### src/verilog/apfc_regs.svh
// Purpose: Constants of the amplifier power and fault controller
// Assumes: 40 MHz clock stands in for the master clock
// Notes:   Offsets are byte addresses on the AHB-Lite port
`ifndef APFC_REGS_SVH
`define APFC_REGS_SVH

// ----------------------------------------
// Register map
// ----------------------------------------
`define APFC_CTRL_OFS     32'h0000_0000
`define APFC_STAT_OFS     32'h0000_0004
`define APFC_CTRL_MUTE    0
`define APFC_CTRL_FS_LSB  1
`define APFC_CTRL_VOL_LSB 8
`define APFC_STAT_ST_LSB  0
`define APFC_STAT_ERR     4
`define APFC_STAT_CERR    5
`define APFC_STAT_STOP    6
`define APFC_STAT_UV      7
`define APFC_STAT_VOL_LSB 8

// ----------------------------------------
// Volume, timing and clock figures
// ----------------------------------------
`define APFC_VOL_0DB      8'h80
`define APFC_VOL_DEF_HI   8'h8D
`define APFC_VOL_MUTE     8'h00
`define APFC_VOL_STEP     8'h08
`define APFC_RST_EXIT_CYC 256
`define APFC_CLK_NS       25
`define APFC_MCLK_STOP_NS 500
`define APFC_MCLK_STOP_CYC ((`APFC_MCLK_STOP_NS + `APFC_CLK_NS - 1) / `APFC_CLK_NS)
`define APFC_DIV_PLL      32
`define APFC_DIV_BYPASS   128
`define APFC_RATIO_48K    11'h400
`define APFC_RATIO_96K    11'h200
`define APFC_RATIO_192K   11'h100
`define APFC_FS_48K       2'h0
`define APFC_FS_96K       2'h1

`endif
### src/verilog/apfc_pkg.sv
// Purpose: Types of the amplifier power and fault controller
// Assumes: Nothing beyond the constants header
// Notes:   All state lives in one packed struct
package apfc_pkg;

   typedef enum logic [2:0] {
      ST_RESET    = 3'b000,
      ST_FADE_IN  = 3'b001,
      ST_RUN      = 3'b010,
      ST_FADE_OUT = 3'b011,
      ST_SLEEP    = 3'b100
   } apfc_state_t;

   // Pins and detector levels, all from outside the clock domain
   typedef struct packed {
      logic reset_pin_n;
      logic sleep_request_pin_n;
      logic pll_select_n;
      logic default_volume_select;
      logic frame_clock_in;
      logic master_clock_in;
      logic over_temp;
      logic short_circuit;
      logic logic_uv;
      logic driver_supply_ok;
   } apfc_pins_t;

   typedef struct packed {
      logic power_stage_en;
      logic digital_clk_en;
      logic analog_bias_en;
      logic out_weak_low;
      logic pll_enable;
   } apfc_ctl_t;

   typedef struct packed {
      apfc_pins_t  s1;
      apfc_pins_t  s2;
      logic        fclk_d;
      logic        mclk_d;
      apfc_state_t st;
      logic [7:0]  rst_cnt;
      logic [4:0]  stop_cnt;
      logic        clk_stop;
      logic        clk_err;
      logic        err_lat;
      logic        mute;
      logic [1:0]  fs_sel;
      logic [7:0]  vol_reg;
      logic [7:0]  vol_cur;
      logic [6:0]  car_cnt;
      logic        car_tick;
      logic [10:0] ratio;
      logic        ap_valid;
      logic        ap_write;
      logic        ap_ctrl;
      logic [31:0] hrdata;
      apfc_ctl_t   ctl;
      logic        fault_oe;
   } apfc_state_reg_t;

endpackage

### src/verilog/apfc_ctrl.sv
// Purpose: Operating-state, fade and fault control of a class-D amplifier
// Assumes: clock is the master clock domain; pins are asynchronous
// Notes:   Zero-wait-state AHB-Lite slave, always OKAY
//
// Added by the designer: the AHB-Lite interface to the registers and the address map.
`timescale 1ns/1ps
`include "apfc_regs.svh"

module apfc_ctrl (
   // Clock and reset
   input  wire logic                 clock,
   input  wire logic                 srst,
   // Device pins and detectors
   input  wire apfc_pkg::apfc_pins_t pins,
   // AHB-Lite slave
   input  wire logic                 hsel,
   input  wire logic [31:0]          haddr,
   input  wire logic [1:0]           htrans,
   input  wire logic                 hwrite,
   input  wire logic [2:0]           hsize,
   input  wire logic [31:0]          hwdata,
   input  wire logic                 hready,
   output logic                      hreadyout,
   output logic                      hresp,
   output logic [31:0]               hrdata,
   // Power, clock and bias control
   output apfc_pkg::apfc_ctl_t       ctl,
   output logic [7:0]                volume_level,
   output logic                      carrier_tick,
   output logic [10:0]               mclk_ratio,
   // Open-drain fault pin
   output logic                      fault_o,
   output logic                      fault_oe
);

   apfc_pkg::apfc_state_reg_t q;
   apfc_pkg::apfc_state_reg_t d;
   apfc_pkg::apfc_pins_t      p;

   localparam apfc_pkg::apfc_state_reg_t RESET_VAL = '0;
   localparam logic [4:0] STOP_CYC = 5'(`APFC_MCLK_STOP_CYC);
   localparam logic [7:0] RST_LAST = 8'(`APFC_RST_EXIT_CYC - 1);

   assign p = q.s2;

   // ----------------------------------------
   // Volume slew by one step toward a target
   // ----------------------------------------
   function automatic logic [7:0] slew(input logic [7:0] cur, input logic [7:0] tgt);
      logic [7:0] r;
      r = tgt;
      if (cur < tgt) begin
         if (tgt - cur > `APFC_VOL_STEP) begin
            r = cur + `APFC_VOL_STEP;
         end
      end else if (cur - tgt > `APFC_VOL_STEP) begin
         r = cur - `APFC_VOL_STEP;
      end
      return r;
   endfunction

   // ----------------------------------------
   // Next state
   // ----------------------------------------
   always_comb begin
      logic       fedge;
      logic       medge;
      logic       cause;
      logic       wr_ok;
      logic       mute_wr;
      logic       clr_ev;
      logic       run;
      logic [7:0] tgt;
      logic [6:0] div_last;
      d        = q;
      fedge    = 1'b0;
      medge    = 1'b0;
      cause    = 1'b0;
      wr_ok    = 1'b0;
      mute_wr  = 1'b0;
      clr_ev   = 1'b0;
      run      = 1'b0;
      tgt      = `APFC_VOL_MUTE;
      div_last = 7'h00;

      // Two-stage pin synchronisers
      d.s1 = pins;
      d.s2 = q.s1;

      fedge    = p.frame_clock_in & ~q.fclk_d;
      medge    = p.master_clock_in ^ q.mclk_d;
      d.fclk_d = p.frame_clock_in;
      d.mclk_d = p.master_clock_in;

      if (medge) begin
         d.stop_cnt = 5'h00;
         d.clk_stop = 1'b0;
      end else if (q.stop_cnt == STOP_CYC) begin
         d.clk_stop = 1'b1;
      end else begin
         d.stop_cnt = q.stop_cnt + 5'h01;
      end

      // writes only outside sleep and reset
      wr_ok   = q.ap_valid & q.ap_write & q.ap_ctrl &
                (q.st != apfc_pkg::ST_SLEEP) & (q.st != apfc_pkg::ST_RESET);
      mute_wr = wr_ok & hwdata[`APFC_CTRL_MUTE];
      if (wr_ok) begin
         d.mute    = hwdata[`APFC_CTRL_MUTE];
         d.fs_sel  = hwdata[`APFC_CTRL_FS_LSB +: 2];
         d.vol_reg = hwdata[`APFC_CTRL_VOL_LSB +: 8];
      end

      clr_ev = ~p.reset_pin_n | ~p.sleep_request_pin_n | mute_wr;
      cause  = p.over_temp | p.short_circuit;
      // latch error, set wins over clear
      if (cause) begin
         d.err_lat = 1'b1;
      end else if (clr_ev) begin
         d.err_lat = 1'b0;
      end
      if (medge & q.clk_stop) begin
         d.clk_err = 1'b1;
      end else if (clr_ev) begin
         d.clk_err = 1'b0;
      end

      // ramp target, muted while fading out
      if (q.mute || q.st == apfc_pkg::ST_FADE_OUT) begin
         tgt = `APFC_VOL_MUTE;
      end else begin
         tgt = q.vol_reg;
      end
      run = (q.st == apfc_pkg::ST_FADE_IN) | (q.st == apfc_pkg::ST_RUN) |
            (q.st == apfc_pkg::ST_FADE_OUT);
      if (run && fedge && !p.logic_uv) begin
         d.vol_cur = slew(q.vol_cur, tgt);
      end

      unique case (q.st)
         apfc_pkg::ST_RESET: begin
            if (q.rst_cnt == RST_LAST) begin
               d.vol_reg = p.default_volume_select ? `APFC_VOL_DEF_HI : `APFC_VOL_MUTE;
               d.st      = p.sleep_request_pin_n ? apfc_pkg::ST_FADE_IN : apfc_pkg::ST_SLEEP;
            end else begin
               d.rst_cnt = q.rst_cnt + 8'h01;
            end
         end
         apfc_pkg::ST_FADE_IN: begin
            if (!p.sleep_request_pin_n) begin
               d.st = apfc_pkg::ST_FADE_OUT;
            end else if (q.vol_cur == tgt) begin
               d.st = apfc_pkg::ST_RUN;
            end
         end
         apfc_pkg::ST_RUN: begin
            if (!p.sleep_request_pin_n) begin
               d.st = apfc_pkg::ST_FADE_OUT;
            end
         end
         apfc_pkg::ST_FADE_OUT: begin
            if (p.sleep_request_pin_n) begin
               d.st = apfc_pkg::ST_FADE_IN;
            end else if (q.vol_cur == `APFC_VOL_MUTE) begin
               d.st = apfc_pkg::ST_SLEEP;
            end
         end
         apfc_pkg::ST_SLEEP: begin
            if (p.sleep_request_pin_n) begin
               d.st = apfc_pkg::ST_FADE_IN;
            end
         end
         default: begin
            d.st = apfc_pkg::ST_RESET;
         end
      endcase

      if (!p.reset_pin_n) begin
         d.st      = apfc_pkg::ST_RESET;
         d.rst_cnt = 8'h00;
         d.mute    = 1'b0;
         d.fs_sel  = `APFC_FS_48K;
         d.vol_reg = `APFC_VOL_MUTE;
         d.vol_cur = `APFC_VOL_MUTE;
      end

      unique case (d.fs_sel)
         `APFC_FS_48K: d.ratio = `APFC_RATIO_48K;
         `APFC_FS_96K: d.ratio = `APFC_RATIO_96K;
         default:      d.ratio = `APFC_RATIO_192K;
      endcase

      div_last = 7'(`APFC_DIV_BYPASS - 1);
      if (!p.pll_select_n) begin
         div_last = 7'(`APFC_DIV_PLL - 1);
      end
      if (q.car_cnt >= div_last) begin
         d.car_cnt  = 7'h00;
         d.car_tick = 1'b1;
      end else begin
         d.car_cnt  = q.car_cnt + 7'h01;
         d.car_tick = 1'b0;
      end

      d.ctl.pll_enable     = ~p.pll_select_n;
      // clocks and bias off in sleep
      d.ctl.digital_clk_en = d.st != apfc_pkg::ST_SLEEP;
      d.ctl.analog_bias_en = d.st != apfc_pkg::ST_SLEEP;
      // stages off while hot or faulted
      d.ctl.power_stage_en = ((d.st == apfc_pkg::ST_FADE_IN) | (d.st == apfc_pkg::ST_RUN) |
                              (d.st == apfc_pkg::ST_FADE_OUT)) &
                             ~p.over_temp & ~d.err_lat & ~p.logic_uv &
                             ~d.clk_stop & ~d.clk_err;
      d.ctl.out_weak_low   = d.clk_stop;
      d.fault_oe = d.err_lat | d.clk_err | (~p.driver_supply_ok & ~p.logic_uv);

      // Address phase: capture and prepare read data
      d.ap_valid = hsel & htrans[1] & hready;
      d.ap_write = hwrite;
      d.ap_ctrl  = haddr == `APFC_CTRL_OFS;
      d.hrdata   = 32'h0000_0000;
      if (hsel && htrans[1] && hready && !hwrite) begin
         if (haddr == `APFC_CTRL_OFS) begin
            d.hrdata[`APFC_CTRL_MUTE]           = d.mute;
            d.hrdata[`APFC_CTRL_FS_LSB +: 2]    = d.fs_sel;
            d.hrdata[`APFC_CTRL_VOL_LSB +: 8]   = d.vol_reg;
         end else if (haddr == `APFC_STAT_OFS) begin
            d.hrdata[`APFC_STAT_ST_LSB +: 3]    = d.st;
            d.hrdata[`APFC_STAT_ERR]            = d.err_lat;
            d.hrdata[`APFC_STAT_CERR]           = d.clk_err;
            d.hrdata[`APFC_STAT_STOP]           = d.clk_stop;
            d.hrdata[`APFC_STAT_UV]             = p.logic_uv;
            d.hrdata[`APFC_STAT_VOL_LSB +: 8]   = d.vol_cur;
         end
      end
   end

   // ----------------------------------------
   // State register
   // ----------------------------------------
   always_ff @(posedge clock) begin
      if (srst) begin
         q <= RESET_VAL;
      end else begin
         q <= d;
      end
   end

   // ----------------------------------------
   // Outputs
   // ----------------------------------------
   assign hreadyout    = 1'b1;
   assign hresp        = 1'b0;
   assign hrdata       = q.hrdata;
   assign ctl          = q.ctl;
   assign volume_level = q.vol_cur;
   assign carrier_tick = q.car_tick;
   assign mclk_ratio   = q.ratio;
   assign fault_o      = 1'b0;
   assign fault_oe     = q.fault_oe;
endmodule

### config.mk
export PLATFORM = sky130hd
export DESIGN_NAME = apfc_ctrl
export DESIGN_NICKNAME = d
export VERILOG_FILES = /design/src/verilog/apfc_pkg.sv /design/src/verilog/apfc_ctrl.sv
export VERILOG_INCLUDE_DIRS = /design/src /design/src/verilog
export SDC_FILE = /design/constraint.sdc
export NUM_CORES = 1
export LEC_CHECK = 0
export BUFFER_PORTS_ARGS = -buffer_cell sky130_fd_sc_hd__buf_2
export CAP_MARGIN = 10
export CORE_ASPECT_RATIO = 0.75
export CORE_MARGIN = 4
export CORE_UTILIZATION = 48
export DETAILED_ROUTE_END_ITERATION = 8
export PLACE_DENSITY = 0.77
export SLEW_MARGIN = 20
export SYNTH_ARGS = -nofsm -noshare
export SYNTH_HDL_FRONTEND = slang
export SYNTH_SLANG_ARGS = --single-unit
### constraint.sdc
create_clock -name clock -period 3.45 [get_ports clock]
set_input_delay 0.5175 -clock clock [delete_from_list [all_inputs] [get_ports clock]]
set_output_delay 0.5175 -clock clock [all_outputs]
set_load 0.02 [all_outputs]
==> reports/metrics.csv <==
metric;value;unit
Detailed Route WL;12300;um
r2r setup slk;0.11;ns
Synth area leader;dfxtp_1;
RePlAce Congestion;0.921;
worst endpoint data arrival time;3.54;ns
Vias/cell;5.32;
dpl ws;0.0879;ns
Mean Syn Cell Area;8.65;sq um
FP Rows;32;
Num CTS Buffers;9;
root buffer cell;clkbuf_16;
Worst-Skew Late Latency;0.34;ns
status;completed;
worst ir drop on vdd;0.249;mV
Worst EP required;3.65;ns
H-Tree Depth;3;
clk_skew;0.00717;ns
per-cell routed wire length;15.2;um
synth top area cells;dfxtp_1 (36%), buf_4 (8.6%), ha_1 (5.6%), nor2_1 (5.0%), nor2b_1 (4.6%);
number of cells after detailed placement;792;
Yosys reg bits;92;
Worst Reg-to-Reg Cells;15;
hold_buf cts;0;
Seq/Total Area, Yosys;35.7;%
PortBufs;91;
CP startpoint kind;flip-flop;
CTS tree;done;
nets@finish;775;
initial antenna violation count;0;
ys async rst share;0;%
critical path fanouts, max;8;
vias in the first global route;4034;
Clock Path Buffers;2;
max-slew violations;0;
drt pass-1 iters;5;
Fmax;300;MHz
DRT iter0 DRCs;265;
Power Dens Cells;368;nW/um^2
CTS clk-pin slew, worst paths;0.06;ns
post-route ant nets;0;
Syn-to-layout area delta;14.1;%
Slew HR;66.5;%
Post-Syn Area;5160;sq um
FF-to-FF End;hrdata[9]$_SDFF_PP0_;
GRT overflow;0;
Synth Warn #;0;
final core utilization;56.6;%
Syn Inst Count;597;
proportion of layout cells with a drive suffix above 1;26.8;%
hold depth;2;
hold endpoint;d[106]$_SDFF_PP0_;
Hold Path Origin;pins[6];
worst setup margin;0.114;ns
WHS;0.384;ns
Die Width;128;um
commonest cells in the netlist;dfxtp_1 (92), nor2_1 (69), buf_4 (59), nand2_1 (53), nor2b_1 (38);
Pleak;2.60;nW
most numerous cell in the Yosys netlist;dfxtp_1;
first-pass GRT wire length;19100;um
Hold WC Path Type;in2reg;
HPWL Detailed;9240;um
boundary pin count;145;
total core area;10400;sq um
Slew @ Worst Pin;0.502;ns
critical path class;reg2reg;
Final min period;3.34;ns
post-CTS setup buffers;0;
total number of vias;4296;
distinct cell type count after synthesis;80;
die area;12500;sq um
post_cts resized;0;
Initial Utilization;49.6;%
Most used DFF post-synth;dfxtp_1;
Cell Count, Final, Fillers Out;807;
# DRC;0;
clock sink total;92;
EDFF count, synth;0;
n_diodes;0;
top cell type's share of synthesized area;35.7;%
die height;97.8;um
final worst path period share;96.7;%
Fin. Hold Viols;0;
total global routing track utilization;18.7;%
Worst Setup End Kind;flip-flop;
setup violation total in the final timing report;0;
largest net degree at the start of global routing;40;
Max Cap Viol;0;
worst r2r src;q[96]$_SDFF_PP0_;
==> registers in the layout, indices dropped and copies added, names as in the netlist <==
signal,flops
q,41
hrdata,15
d,12
p,8
volume_level,8
ctl,4
mclk_ratio,2
carrier_tick,1
fault_oe,1
==> metal layers <==
metal  up-vias  wire length, um  global-route usage (%)
met2       187             5920                    30.8
met1      1995             5250                    24.8
met4         0              110                    4.16
li1       2097                -                       -
met5         -                0                       0
met3        17              977                    4.98
==> worst max-delay path by stage <==
stage | from | to
final | q[96]$_SDFF_PP0_ | hrdata[9]$_SDFF_PP0_
after global routing | q[96]$_SDFF_PP0_ | hrdata[9]$_SDFF_PP0_
after CTS | q[96]$_SDFF_PP0_ | hrdata[9]$_SDFF_PP0_
after detailed placement | q[96]$_SDFF_PP0_ | volume_level[7]$_SDFF_PP0_
after global placement | q[96]$_SDFF_PP0_ | hrdata[15]$_SDFF_PP0_
after floorplan | q[97]$_SDFF_PP0_ | volume_level[7]$_SDFF_PP0_
==> worst max-delay path, cell delays in order (launching register included) <==
cell and delay, ns:
dfxtp_1 0.33, nand2_1 0.06, nor2_1 0.13, nor2_1 0.06, buf_4 0.16, nand2_1 0.10, inv_1 0.06, ha_1 0.33
nor2b_4 0.16, o21ai_1 0.18, a41oi_1 0.22, a2111oi_4 0.48, nor3b_2 0.29, a31o_4 0.20, mux2i_1 0.29, o22ai_1 0.14
==> cell families after synthesis <==
| family | share of synthesized area [%] |
|---|---|
| AO/OA/AOI/OAI | 15.1 |
| multiplexers | 1.96 |
| other | 0.145 |
| adder cells (fa/ha/maj) | 5.96 |
| flip-flops | 35.7 |
| buffers and inverters | 14.0 |
| AND/OR/NAND/NOR | 23.8 |
| XOR/XNOR | 3.39 |
==> cell type report <==
type / count / area [sq um]
sequential: 92 / 1840
inverter: 25 / 93.8
clock buffer: 10 / 229
timing repair buffer: 117 / 654
clock inverter: 5 / 61.3
multi-input combinational: 422 / 2840
fill: 898 / 4520
tap: 136 / 170
==> where the power goes <==
part,internal [mW],switching (mW)
Clock,0.561,0.390
Combinational,0.0462,0.0752
Sequential,1.08,0.0132
==> per-stage QoR <==
step / area (sq um) / power, mW / TNS [ns]
final: 5890 / 2.17 / 0
after global routing: 5890 / 2.24 / -0.258
after CTS: 5750 / 2.18 / 0
after detailed placement: 5460 / 1.24 / 0
after global placement: 5460 / 1.24 / 0
after floorplan: 5260 / 1.22 / 0
==> cell usage in the layout, fill, tap and decap left out, types with 11 or more instances in the layout <==
cell | netlist | layout
ha_1 | 23 | 17
a21oi_1 | 18 | 17
nor2b_1 | 38 | 36
dfxtp_1 | 92 | 92
inv_1 | 25 | 25
buf_4 | 59 | 25
nand2_1 | 53 | 52
nor3_1 | 11 | 11
nor4_1 | 12 | 12
o21ai_0 | 14 | 13
nor2_1 | 69 | 68
xor2_1 | 11 | 11
conb_1 | 2 | 28
buf_2 | 1 | 91
Power figures use the tool's default switching activity.
